===== config.mk =====
export PLATFORM = sky130hd
export DESIGN_NAME = stack_check_and_progspace_agu
export DESIGN_NICKNAME = d
export VERILOG_FILES = /design/src/core/agu_pkg.sv /design/src/core/stack_check_and_progspace_agu.sv
export SDC_FILE = /design/constraint.sdc
export NUM_CORES = 1
export LEC_CHECK = 0
export ABC_CLOCK_PERIOD_IN_PS = 9350
export BUFFER_PORTS_ARGS = -buffer_cell sky130_fd_sc_hd__buf_2
export CAP_MARGIN = 5
export CORE_MARGIN = 5
export CORE_UTILIZATION = 45
export CTS_CLUSTER_DIAMETER = 40
export CTS_CLUSTER_SIZE = 12
export DETAILED_ROUTE_END_ITERATION = 16
export GPL_TIMING_DRIVEN = 0
export PLACE_DENSITY_LB_ADDON = 0.25
export RECOVER_POWER = 50
export SLEW_MARGIN = 20
export SYNTH_ARGS = -nofsm -noshare
export SYNTH_HDL_FRONTEND = slang
export SYNTH_SLANG_ARGS = --single-unit

===== constraint.sdc =====
create_clock -name aclk -period 9.35 [get_ports aclk]
set_input_delay 1.4025 -clock aclk [delete_from_list [all_inputs] [get_ports aclk]]
set_output_delay 1.4025 -clock aclk [all_outputs]
set_load 0.01 [all_outputs]

===== src/core/agu_pkg.sv =====
package agu_pkg;

   // ----------------------------------------
   // register map (byte addresses, one word each)
   // ----------------------------------------
   localparam logic [7:0] ADDR_SP = 8'h00;
   localparam logic [7:0] ADDR_LIMIT = 8'h04;
   localparam logic [7:0] ADDR_TBLPAGE = 8'h08;
   localparam logic [7:0] ADDR_WINPAGE = 8'h0C;
   localparam logic [7:0] ADDR_CORE_CTL = 8'h10;
   localparam logic [7:0] ADDR_STATUS = 8'h14;
   localparam logic [7:0] ADDR_STAT_LO = 8'h18;

   // ----------------------------------------
   // field positions and fixed values
   // ----------------------------------------
   localparam int CTL_WIN_EN_BIT = 2;
   localparam int STAT_OVF_BIT = 0;
   localparam int STAT_UNF_BIT = 1;
   localparam int STAT_STALL_BIT = 2;
   localparam int PAGE_SPACE_BIT = 7;
   localparam int EA_MSB = 15;
   localparam logic [15:0] STACK_FLOOR = 16'h0800;
   localparam logic [15:0] WORD_STEP = 16'h0002;
   localparam logic [15:0] SP_RESET = 16'h0800;
   localparam logic [7:0] WINPAGE_PROG = 8'h00;
   localparam logic [7:0] WINPAGE_EEPROM = 8'hFF;
   localparam logic [1:0] RESP_OKAY = 2'h0;
   localparam logic [1:0] RESP_SLVERR = 2'h2;
   localparam int WIN_EXTRA_CYCLES = 1;

   // ----------------------------------------
   // carriers
   // ----------------------------------------
   typedef enum logic [1:0] {
      STK_NONE,
      STK_PUSH,
      STK_POP
   } stack_op_e;

   typedef struct packed {
      logic valid;          // request strobe
      stack_op_e op;        // push or pop
      logic is_call;        // call return-address push
      logic is_exc;         // exception return-address push
      logic [23:0] pc;      // program counter to push
   } stack_req_s;

   typedef struct packed {
      logic valid;          // request strobe
      logic [15:0] ea;      // data effective address
      logic is_table;       // table op rather than plain data
      logic is_write;       // table or window write
   } data_req_s;

   typedef struct packed {
      logic valid;          // address produced
      logic [23:0] paddr;   // program address
      logic to_prog;        // targets program space
      logic config_space;   // configuration space
      logic [15:0] daddr;   // pass-through data address
      logic stall;          // one extra cycle for window read
      logic fault;          // table write to config or window write refused
   } addr_resp_s;

endpackage : agu_pkg


===== src/core/stack_check_and_progspace_agu.sv =====
// Chosen here: the placing of the registers and the AXI4-Lite interface to the registers.
`timescale 1ns/1ps
`default_nettype none

// Overview of operation
// - sp holds next free word, grows up
// - push writes then increments, pop decrements first
// - call pushes zero-extended return high byte
// - exception push joins status byte with pc
// - limit unreset, bit zero forced low
// - every push ea compared with limit
// - push at limit ok, next push traps
// - stack ea below floor raises underflow trap
// - table address is page over full ea
// - page top bit picks user or config
// - window address is page over ea[14:0]
// - window always user space, bit 23 zero
// - window bit 15 from page bit 0
// - window page only all zeros or ones
// - window address lsb forced zero
// - table addresses need no word alignment
// - table reads may reach config space
// - window read-only, low word only
// - table reads reach every program byte
// - window needs ea msb and enable bit
// - window read adds one stall cycle
module stack_check_and_progspace_agu (
   // clock and reset
   input wire logic aclk,
   input wire logic aresetn,
   // axi4-lite write address
   input wire logic [7:0] s_axi_awaddr,
   input wire logic s_axi_awvalid,
   output logic s_axi_awready,
   // axi4-lite write data
   input wire logic [31:0] s_axi_wdata,
   input wire logic [3:0] s_axi_wstrb,
   input wire logic s_axi_wvalid,
   output logic s_axi_wready,
   // axi4-lite write response
   output logic [1:0] s_axi_bresp,
   output logic s_axi_bvalid,
   input wire logic s_axi_bready,
   // axi4-lite read address
   input wire logic [7:0] s_axi_araddr,
   input wire logic s_axi_arvalid,
   output logic s_axi_arready,
   // axi4-lite read data
   output logic [31:0] s_axi_rdata,
   output logic [1:0] s_axi_rresp,
   output logic s_axi_rvalid,
   input wire logic s_axi_rready,
   // stack requests from core
   input wire agu_pkg::stack_req_s stack_req,
   // stack memory access
   output logic stack_mem_valid,
   output logic stack_mem_write,
   output logic [15:0] stack_mem_addr,
   output logic [15:0] stack_mem_wdata_lo,
   output logic [15:0] stack_mem_wdata_hi,
   output logic stack_trap,
   // data/table address requests from core
   input wire agu_pkg::data_req_s data_req,
   output agu_pkg::addr_resp_s addr_resp
);

   // ----------------------------------------
   // state
   // ----------------------------------------
   // software-visible registers
   logic [15:0] sp_r;          // stack pointer
   logic [15:0] limit_r;       // stack limit
   logic [7:0] tblpage_r;      // table page
   logic [7:0] winpage_r;      // window page
   logic win_en_r;             // window enable
   logic [7:0] stat_lo_r;      // status low byte
   // error flags, bus bookkeeping and stack decode
   logic ovf_r;                // overflow seen
   logic unf_r;                // underflow seen
   logic aw_hold_r;            // write address latched
   logic w_hold_r;             // write data latched
   logic [7:0] awaddr_r;       // latched write address
   logic [31:0] wdata_r;       // latched write data
   logic [3:0] wstrb_r;        // latched strobes
   logic [15:0] sp_nxt;        // next stack pointer
   logic [15:0] stk_ea;        // effective stack address
   logic push_ev;              // push taken
   logic pop_ev;               // pop taken
   logic ovf_hit;              // overflow this request
   logic unf_hit;              // underflow this request
   logic wr_fire;              // register write executes
   logic sw_sp_wr;             // software writes sp

   // merge a 16-bit field under byte strobes
   function automatic logic [15:0] merge16(input logic [15:0] old, input logic [31:0] d, input logic [3:0] s);
      merge16 = {s[1] ? d[15:8] : old[15:8], s[0] ? d[7:0] : old[7:0]};
   endfunction : merge16

   // ----------------------------------------
   // stack address and checks
   // ----------------------------------------
   // decode the core's stack strobe
   assign push_ev = stack_req.valid && (stack_req.op == agu_pkg::STK_PUSH);
   assign pop_ev = stack_req.valid && (stack_req.op == agu_pkg::STK_POP);

   // push uses sp as is, pop uses pre-decremented sp
   always_comb begin
      stk_ea = sp_r;
      sp_nxt = sp_r;
      if (push_ev) begin
         stk_ea = sp_r;
         sp_nxt = sp_r + agu_pkg::WORD_STEP;
      end else if (pop_ev) begin
         stk_ea = sp_r - agu_pkg::WORD_STEP;
         sp_nxt = stk_ea;
      end
   end

   // limit compared against stack ea; equality still allowed
   // pops move away from the limit, so only pushes count
   assign ovf_hit = push_ev && (stk_ea > limit_r);
   // underflow below the register-file floor
   assign unf_hit = stack_req.valid && (stk_ea < agu_pkg::STACK_FLOOR);

   // stack memory strobe and return-address formatting
   always_ff @(posedge aclk) begin
      if (!aresetn) begin
         stack_mem_valid <= 1'b0;
         stack_mem_write <= 1'b0;
         stack_mem_addr <= 16'h0000;
         stack_mem_wdata_lo <= 16'h0000;
         stack_mem_wdata_hi <= 16'h0000;
      end else begin
         stack_mem_valid <= (push_ev || pop_ev) && !ovf_hit && !unf_hit;
         stack_mem_write <= push_ev;
         stack_mem_addr <= stk_ea;
         stack_mem_wdata_lo <= stack_req.pc[15:0];
         // top byte: status byte or zero
         if (stack_req.is_exc) begin
            stack_mem_wdata_hi <= {stat_lo_r, stack_req.pc[23:16]};
         end else begin
            stack_mem_wdata_hi <= {8'h00, stack_req.pc[23:16]};
         end
      end
   end

   // trap pulse one cycle after a failed check
   always_ff @(posedge aclk) begin
      if (!aresetn) begin
         stack_trap <= 1'b0;
      end else begin
         stack_trap <= ovf_hit || unf_hit;
      end
   end

   // stack pointer; faulting ops leave it alone, software wins
   always_ff @(posedge aclk) begin
      if (!aresetn) begin
         sp_r <= agu_pkg::SP_RESET;
      end else if (sw_sp_wr) begin
         sp_r <= merge16(sp_r, wdata_r, wstrb_r) & ~16'h0001;
      end else if ((push_ev || pop_ev) && !ovf_hit && !unf_hit) begin
         sp_r <= sp_nxt;
      end
   end

   // sticky error flags; set beats clear
   always_ff @(posedge aclk) begin
      if (!aresetn) begin
         ovf_r <= 1'b0;
         unf_r <= 1'b0;
      end else begin
         // write one to clear, events then set
         if (wr_fire && awaddr_r == agu_pkg::ADDR_STATUS && wstrb_r[0]) begin
            if (wdata_r[agu_pkg::STAT_OVF_BIT]) ovf_r <= 1'b0;
            if (wdata_r[agu_pkg::STAT_UNF_BIT]) unf_r <= 1'b0;
         end
         if (ovf_hit) ovf_r <= 1'b1;
         if (unf_hit) unf_r <= 1'b1;
      end
   end

   // limit register: no reset value, bit zero always low
   // unknown until software writes it
   always_ff @(posedge aclk) begin
      if (wr_fire && awaddr_r == agu_pkg::ADDR_LIMIT) begin
         limit_r <= merge16(limit_r, wdata_r, wstrb_r) & ~16'h0001;
      end
   end

   // ----------------------------------------
   // program-space address generation
   // ----------------------------------------
   logic win_hit;              // window access selected
   logic win_stall_r;          // second fetch cycle pending
   assign win_hit = win_en_r && data_req.ea[agu_pkg::EA_MSB] && !data_req.is_table;

   // address former, registered
   always_ff @(posedge aclk) begin
      if (!aresetn) begin
         addr_resp <= '0;
         win_stall_r <= 1'b0;
      end else begin
         // strobes last one cycle; a request
         // during the second window fetch is dropped
         addr_resp.valid <= data_req.valid && !win_stall_r;
         addr_resp.stall <= 1'b0;
         addr_resp.fault <= 1'b0;
         win_stall_r <= 1'b0;
         if (win_stall_r) begin
            // second fetch of window read
            addr_resp.valid <= 1'b1;
         end else if (data_req.valid && data_req.is_table) begin
            // full page over unaligned ea
            addr_resp.paddr <= {tblpage_r, data_req.ea};
            addr_resp.to_prog <= 1'b1;
            addr_resp.config_space <= tblpage_r[agu_pkg::PAGE_SPACE_BIT];
            addr_resp.fault <= data_req.is_write && tblpage_r[agu_pkg::PAGE_SPACE_BIT];
            addr_resp.daddr <= data_req.ea;
         end else if (data_req.valid && win_hit) begin
            // user space only, ea bit 15 dropped, lsb low
            addr_resp.paddr <= {1'b0, winpage_r, data_req.ea[14:1], 1'b0};
            addr_resp.to_prog <= 1'b1;
            addr_resp.config_space <= 1'b0;
            addr_resp.fault <= data_req.is_write;
            addr_resp.stall <= !data_req.is_write;
            win_stall_r <= !data_req.is_write;
            addr_resp.daddr <= data_req.ea;
         end else if (data_req.valid) begin
            // plain data access, no program address
            addr_resp.paddr <= 24'h000000;
            addr_resp.to_prog <= 1'b0;
            addr_resp.config_space <= 1'b0;
            addr_resp.daddr <= data_req.ea;
         end
      end
   end

   // ----------------------------------------
   // axi4-lite write channel
   // ----------------------------------------
   // one write in flight; bvalid holds off the next
   assign wr_fire = aw_hold_r && w_hold_r && !s_axi_bvalid;
   assign sw_sp_wr = wr_fire && awaddr_r == agu_pkg::ADDR_SP;

   // capture address and data in either order
   always_ff @(posedge aclk) begin
      if (!aresetn) begin
         aw_hold_r <= 1'b0;
         w_hold_r <= 1'b0;
         awaddr_r <= 8'h00;
         wdata_r <= 32'h00000000;
         wstrb_r <= 4'h0;
         s_axi_awready <= 1'b0;
         s_axi_wready <= 1'b0;
      end else begin
         // ready pulses while idle
         s_axi_awready <= !aw_hold_r && !s_axi_awready;
         s_axi_wready <= !w_hold_r && !s_axi_wready;
         if (s_axi_awvalid && s_axi_awready) begin
            aw_hold_r <= 1'b1;
            awaddr_r <= s_axi_awaddr;
            s_axi_awready <= 1'b0;
         end
         if (s_axi_wvalid && s_axi_wready) begin
            w_hold_r <= 1'b1;
            wdata_r <= s_axi_wdata;
            wstrb_r <= s_axi_wstrb;
            s_axi_wready <= 1'b0;
         end
         if (wr_fire) begin
            aw_hold_r <= 1'b0;
            w_hold_r <= 1'b0;
         end
      end
   end

   // write response
   always_ff @(posedge aclk) begin
      if (!aresetn) begin
         s_axi_bvalid <= 1'b0;
         s_axi_bresp <= agu_pkg::RESP_OKAY;
      end else if (wr_fire) begin
         s_axi_bvalid <= 1'b1;
         unique case (awaddr_r)
            // every mapped offset answers okay
            agu_pkg::ADDR_SP, agu_pkg::ADDR_LIMIT, agu_pkg::ADDR_TBLPAGE, agu_pkg::ADDR_WINPAGE,
            agu_pkg::ADDR_CORE_CTL, agu_pkg::ADDR_STATUS, agu_pkg::ADDR_STAT_LO: begin
               s_axi_bresp <= agu_pkg::RESP_OKAY;
            end
            default: begin
               s_axi_bresp <= agu_pkg::RESP_SLVERR;
            end
         endcase
      end else if (s_axi_bready) begin
         s_axi_bvalid <= 1'b0;
      end
   end

   // writable control registers
   always_ff @(posedge aclk) begin
      if (!aresetn) begin
         tblpage_r <= 8'h00;
         winpage_r <= agu_pkg::WINPAGE_PROG;
         win_en_r <= 1'b0;
         stat_lo_r <= 8'h00;
      end else if (wr_fire && wstrb_r[0]) begin
         // only byte lane zero carries these
         unique case (awaddr_r)
            agu_pkg::ADDR_TBLPAGE: begin
               tblpage_r <= wdata_r[7:0];
            end
            agu_pkg::ADDR_WINPAGE: begin
               // any nonzero value selects the eeprom page
               winpage_r <= (wdata_r[7:0] == agu_pkg::WINPAGE_PROG) ? agu_pkg::WINPAGE_PROG
                                                                    : agu_pkg::WINPAGE_EEPROM;
            end
            agu_pkg::ADDR_CORE_CTL: begin
               win_en_r <= wdata_r[agu_pkg::CTL_WIN_EN_BIT];
            end
            agu_pkg::ADDR_STAT_LO: begin
               // byte paired with an exception return address
               stat_lo_r <= wdata_r[7:0];
            end
            default: begin
               // sp, limit and status have their own processes
            end
         endcase
      end
   end

   // ----------------------------------------
   // axi4-lite read channel
   // ----------------------------------------
   // one read at a time, decoded at handshake
   always_ff @(posedge aclk) begin
      if (!aresetn) begin
         s_axi_arready <= 1'b0;
         s_axi_rvalid <= 1'b0;
         s_axi_rdata <= 32'h00000000;
         s_axi_rresp <= agu_pkg::RESP_OKAY;
      end else begin
         s_axi_arready <= !s_axi_rvalid && !s_axi_arready;
         if (s_axi_arvalid && s_axi_arready) begin
            s_axi_arready <= 1'b0;
            s_axi_rvalid <= 1'b1;
            s_axi_rresp <= agu_pkg::RESP_OKAY;
            unique case (s_axi_araddr)
               agu_pkg::ADDR_SP: s_axi_rdata <= {16'h0000, sp_r};
               // upper bits read as zero
               agu_pkg::ADDR_LIMIT: s_axi_rdata <= {16'h0000, limit_r};
               agu_pkg::ADDR_TBLPAGE: s_axi_rdata <= {24'h000000, tblpage_r};
               agu_pkg::ADDR_WINPAGE: s_axi_rdata <= {24'h000000, winpage_r};
               agu_pkg::ADDR_CORE_CTL: s_axi_rdata <= {29'h0000000, win_en_r, 2'h0};
               agu_pkg::ADDR_STATUS: s_axi_rdata <= {29'h0000000, win_stall_r, unf_r, ovf_r};
               agu_pkg::ADDR_STAT_LO: s_axi_rdata <= {24'h000000, stat_lo_r};
               default: begin
                  s_axi_rdata <= 32'h00000000;
                  s_axi_rresp <= agu_pkg::RESP_SLVERR;
               end
            endcase
         end else if (s_axi_rvalid && s_axi_rready) begin
            s_axi_rvalid <= 1'b0;
         end
      end
   end

endmodule : stack_check_and_progspace_agu

`default_nettype wire


---- Word-level counts from Yosys, hierarchy flattened ----
Cells that the tools add are included.
operators by class
  order comparisons ....................... 2
  bitwise logic cells ..................... 3
  add/sub/neg operators ................... 2
  reduce and logical (&&, ||, !) cells .... 72
  equality and inequality tests ........... 16
  muxes and demuxes ....................... 27
operators with widths
  kind                                                                            count
  42-bit two-way mux                                                              3
  16-bit one-hot mux with 7 select lines                                          1
  16-bit two-way mux                                                              5
  8-bit by 5-bit equality test with 1-bit output, second input constant           6
  8-bit by 4-bit equality test with 1-bit output, second input constant           4
  1-bit logical AND                                                               26
  8-bit zero test                                                                 3
  8-bit two-way mux                                                               3
  2-bit AND reduction                                                             12
  16-bit by 2-bit adder with 16-bit output, second input constant                 1
  8-bit by 3-bit equality test with 1-bit output, second input constant           2
  16-bit > comparator                                                             1
  16-bit by 12-bit less-than comparator with 1-bit output, second input constant  1
  16-bit by 2-bit subtractor with 16-bit output, second input constant            1
  2-bit nonzero test                                                              7
  7-bit OR reduction                                                              2
  1-bit two-way mux                                                               13
  1-bit zero test                                                                 12
  2-bit OR reduction                                                              6
  2-bit two-way mux                                                               2
  2-bit != test, second input constant                                            2
  4-bit OR reduction                                                              1
  1-bit inverter                                                                  3
  3-bit nonzero test                                                              1
  3 further kinds                                                                 4
storage, ports and cells
  input bits .............................. 107
  word-level logic and storage cells ...... 160
  output and inout port bits .............. 137
  register bits after elaboration ......... 223

---- Logic depth before layout (Yosys ltp) ----
  word-level depth ........................ 11
  depth in mapped cells ................... 16
  depth with buffers taken out ............ 15

---- Worst setup path after synthesis ----
No wires, ideal clock.
  path type ............................... input to register
  start point ............................. in stack_req[26] (netlist name)
  end point ............................... reg sp_r[3]
  slack ................................... 5.091 ns
  data arrival time ....................... 4.132 ns
  setup time .............................. 0.127 ns
  required time ........................... 9.223 ns
  path buffers ............................ 1
  stages .................................. 14
  cell sequence ........................... nand3b_1 -> or4_4 -> nor3_4 -> xor2_2 -> ha_1 -> a21oi_1 -> nand2_1 -> a21oi_1 -> a311o_1 -> o31ai_2 -> or2_1 -> buf_4 -> a221oi_1 -> o21ai_1
on the way
  word-level cells in the longest chain between the ends .. 11
  elaborated cells between the ends (all ways) .. 20
  those cells by class .................... order compare: 2; eq/ne: 2; mux: 5; reduce/logical: 11
RTL lines
  item                               line                                  source
  from (decl)                        stack_check_and_progspace_agu.sv:54   input wire agu_pkg::stack_req_s stack_req,
  2-bit equality test                stack_check_and_progspace_agu.sv:104  assign pop_ev = stack_req.valid && (stack_req.op == agu_pkg::STK_POP);
  1-bit logical AND                  stack_check_and_progspace_agu.sv:104
  16-bit two-way mux                 -
  16-bit two-way mux (*)             stack_check_and_progspace_agu.sv:110  if (push_ev) begin
  named net stk_ea[14]               stack_check_and_progspace_agu.sv:86   logic [15:0] stk_ea;
  16-bit > comparator                stack_check_and_progspace_agu.sv:121  assign ovf_hit = push_ev && (stk_ea > limit_r);
  1-bit logical AND                  stack_check_and_progspace_agu.sv:121
  1-bit zero test                    stack_check_and_progspace_agu.sv:162  end else if ((push_ev || pop_ev) && !ovf_hit && !unf_hit) begin
  1-bit logical AND                  stack_check_and_progspace_agu.sv:162
  1-bit logical AND (*)              stack_check_and_progspace_agu.sv:162
  2-bit nonzero test (no line) (*)   -
  2-bit AND reduction (no line) (*)  -
  to (signal assigned)               stack_check_and_progspace_agu.sv:159  sp_r <= agu_pkg::SP_RESET;
  to (signal assigned)               stack_check_and_progspace_agu.sv:161  sp_r <= merge16(sp_r, wdata_r, wstrb_r) & ~16'h0001;
  to (signal assigned)               stack_check_and_progspace_agu.sv:163  sp_r <= sp_nxt;
  to (decl)                          stack_check_and_progspace_agu.sv:71   logic [15:0] sp_r;
Mark *: on every way through the listed nets, which the timed path passes. The rest lies on a longest branch. The select of a mux whose other input is x is not followed.
A chain may end at the register's enable or synchronous reset.

---- Worst setup path in the final report ----
  start point ............................. in stack_req[26] (netlist name)
  end point ............................... reg sp_r[7]
Same word-level chain as after synthesis.

==> flow_metrics.py <==
metrics = {
    "outcome": {
        "status": "complete, no violations",
    },
    "cts": {
        "cts.sinks": 195,
        "root_buffer": "clkbuf_16",
        "ctsHtreeMaxLevel": 4,
        "hold_buffers": 0,
        "post-cts-setup-buffer-count": 0,
        "ctsLongestPathBuffers": 2,
        "cts_buffers": 17,
        "cts.clk_slew.worst_paths_ps": 70,
        "clkLatencyLatePin_ps": 450,
        "cts_resized": 0,
        "cts_tree": "done",
    },
    "sta": {
        "setup_viol": 0,
        "slew_headroom": 0.3430,
        "rsz0062_at_grt": "no",
        "tightest_slew_ps": 976.5,
        "period_needed_ps": 4629,
        "finClkSkew_ps": 12.37,
        "max_freq_mhz": 216.0,
        "slew_violations": 0,
        "timing.setup.tns_ps": 0,
        "period_share": 0.4951,
        "finalHoldViolations": 0,
    },
    "critical_path": {
        "critical_path_class": "input pin to flop",
        "critical_path.max_stage_delay_ps": 440,
        "cp-end-kind": "flop",
        "cp-start-kind": "input pin",
        "slowest_stage": "or2_2",
        "required_ps": 9650,
        "path_max_fanout": 10,
        "crit_arrival_ps": 4930,
        "crit_chain": "buf_2 > nand4b_1 > or2_2 > nor3_1 > xor2_1 > ha_1 > nand4_1 > a21oi_1 > o31ai_1 > a311o_1 > o31ai_2 > or2_1 > buf_4 > o211ai_1 > a31oi_1",
    },
    "route": {
        "vias": 7675,
        "drc": 0,
        "post_drt_wl_per_cell_um": 16.56,
        "postRouteAntennaNets": 0,
        "drt-initial-drc-count": 562,
        "vias_per_cell": 5.330,
        "firstDrtPassIters": 6,
        "routed_wl_um": 23840,
    },
    "power_and_ir_drop": {
        "power_density_nw_per_um2": 175.9,
        "combPwrFrac": 0.109,
        "sw_frac_of_total": 0.2706,
        "switching_power_mw": 0.4785,
        "p_clk_frac": 0.389,
        "power_mw": 1.768,
        "irDropWorstVdd_mv": 0.1347,
        "internal_power_mw": 1.290,
        "pwr-share-seq": 0.501,
        "leakage_nw": 4.082,
    },
    "global_route": {
        "grt-ovfl-total": 0,
        "grtUsageMet3": 0.07577,
        "grtUsageTotal": 0.2207,
        "grt_start_max_net_pins": 19,
        "met2_usage": 0.3335,
        "busiest_layer": "met2",
        "antenna_found_initial": 2,
        "first_global_vias": 7200,
        "grtUsageMet1": 0.2964,
        "grt_pass1_wl_um": 38230,
    },
    "floorplanning": {
        "ios": 244,
        "initial_core_util": 0.4584,
        "core_sq_um": 17960,
        "dieHeight_um": 145.3,
        "rows": 49,
        "dieArea_sq_um": 21100,
        "die_w_um": 145.3,
    },
    "hold_path": {
        "hold_class": "flop to flop",
    },
    "flow_run": {
        "max_cap_violations": 0,
    },
    "placement": {
        "numPortBuffers": 202,
        "hpwl_um": 18210,
        "gp_congestion": 0.8815,
    },
    "synth": {
        "syn_area_per_cell_sq_um": 8.577,
        "yosysWarnings": 0,
        "netlist_instances": 960,
        "yosys.area.top_type": "dfxtp_1",
        "synth_top_area_share": 0.4376,
        "synthesis.area_sq_um": 8234,
        "synth_seq_cells": 195,
        "synth_edf_count": 15,
        "ys_async_sr_fraction": 0,
        "synth.area.top_cells": "dfxtp_1, nand2_1, a21oi_1, edfxtp_1, nor2_1",
        "synth_seq_area_share": 0.4923,
        "synth_flop_cell": "dfxtp_1",
        "synth_cell_types": 61,
    },
    "layout": {
        "layout-drive-gt1-share": 0.1602,
        "syn2layout_area_growth_pct": 22.11,
        "fin_nets": 1323,
        "diodes": 0,
    },
}
## layout make-up
| class | instances | area [sq um] |
|---|---|---|
| Inverter | 25 | 93.84 |
| Multi-Input combinational cell | 676 | 3755 |
| Tap cell | 229 | 286.5 |
| Fill cell | 1739 | 7909 |
| Clock inverter | 13 | 118.9 |
| Clock buffer | 18 | 429.2 |
| Sequential cell | 195 | 4054 |
| Buffer | 82 | 399.1 |
| Timing Repair Buffer | 202 | 918.4 |
## cell families (layout without fill, tap and decap cells)
kind of cell    Yosys count  after routing  share of synthesized area
simple gates            405            405                     0.2367
compound gates          198            198                     0.1406
flops                   195            195                     0.4923
buf+inv                 107            340                    0.05987
mux                      24             24                    0.02948
fa+ha+maj                17             17                    0.02583
xor+xnor                 13             13                    0.01474
other cells               1             19                  0.0004554
## power by group through the flow
stage | sequential (mW) | clock, mW | combinational (mW)
final | 0.887 | 0.688 | 0.193
after detailed placement | 0.905 | 0 | 0.196
after global routing | 0.890 | 0.740 | 0.216
after floorplan | 0.911 | 0 | 0.112
after global placement | 0.904 | 0 | 0.193
after CTS | 0.886 | 0.700 | 0.196
## placed cells by master (no fill, tap or decap), drive strengths merged, types with 12 or more instances in the layout
| cell type | n |
|---|---|
| edfxtp | 15 |
| a21oi | 108 |
| a31oi | 17 |
| and2 | 41 |
| clkbuf | 148 |
| ha | 17 |
| mux2i | 22 |
| o21ai | 26 |
| and3 | 12 |
| nand3 | 38 |
| conb | 19 |
| nor2 | 81 |
| inv | 31 |
| nor4 | 12 |
| nor3 | 21 |
| nand2 | 147 |
| a22oi | 19 |
| buf | 154 |
| dfxtp | 180 |
## state kept, by name, summed over array words and instances (netlist names), 2 cells and up
register	count
tblpage_r	8
stack_mem_wdata_hi	16
wstrb_r	2
stat_lo_r	8
s_axi_rdata	16
wdata_r	16
stack_mem_addr	15
sp_r	15
addr_resp	43
limit_r	15
stack_mem_wdata_lo	16
awaddr_r	8
## routing by layer
layer / routed length [um] / vias up
met5: 27 / -
met3: 2030 / 44
met1: 10860 / 3534
met2: 10390 / 337
li1: - / 3756
met4: 530 / 4
## worst max-delay path: cells and delay by family
family | cells | cell delay (ps)
XOR/XNOR | 1 | 250
adder cells (fa/ha/maj) | 1 | 280
buffers and inverters | 2 | 330
AND/OR/NAND/NOR | 5 | 1480
AO/OA/AOI/OAI | 6 | 1180
## synthesized netlist by cell type (all sizes together), types with 5 or more instances
cell	instances
nand3	38
a22oi	19
nor3	21
a21oi	108
o21ai	26
and2	41
a31oi	17
nand4	5
inv	25
mux2i	22
nor4	12
clkbuf	55
xnor2	9
nor2	81
nor2b	9
buf	27
edfxtp	15
or3	5
nand2	147
or4	6
nand2b	5
or2	5
ha	17
dfxtp	180
o31ai	5
and3	12
## final timing paths
check / startpoint / cells past startpoint / end / slack (ps)
worst max register to register: sp_r[7] / 16 / sp_r[7] / 5040
worst min-delay path: s_axi_rvalid / 1 / s_axi_arready / 450
worst min register to register: s_axi_rvalid / 1 / s_axi_arready / 450
worst max-delay path: stack_req[26] / 15 / sp_r[7] / 4720
## stage by stage
stage                     setup WS (ps)  instances  utilization  hold slack [ps]  instance area [sq um]
after global routing               4437       1440       0.5597            471.6                  10050
final                              4721       1440       0.5597            445.1                  10050
after global placement             4378       1409       0.5344            436.6                   9599
after floorplan                    5091        978            -            424.8                   8302
after detailed placement           4334       1409       0.5344            440.9                   9599
after CTS                          4793       1440       0.5649            451.1                  10150
Power figures use the tool's default switching activity.
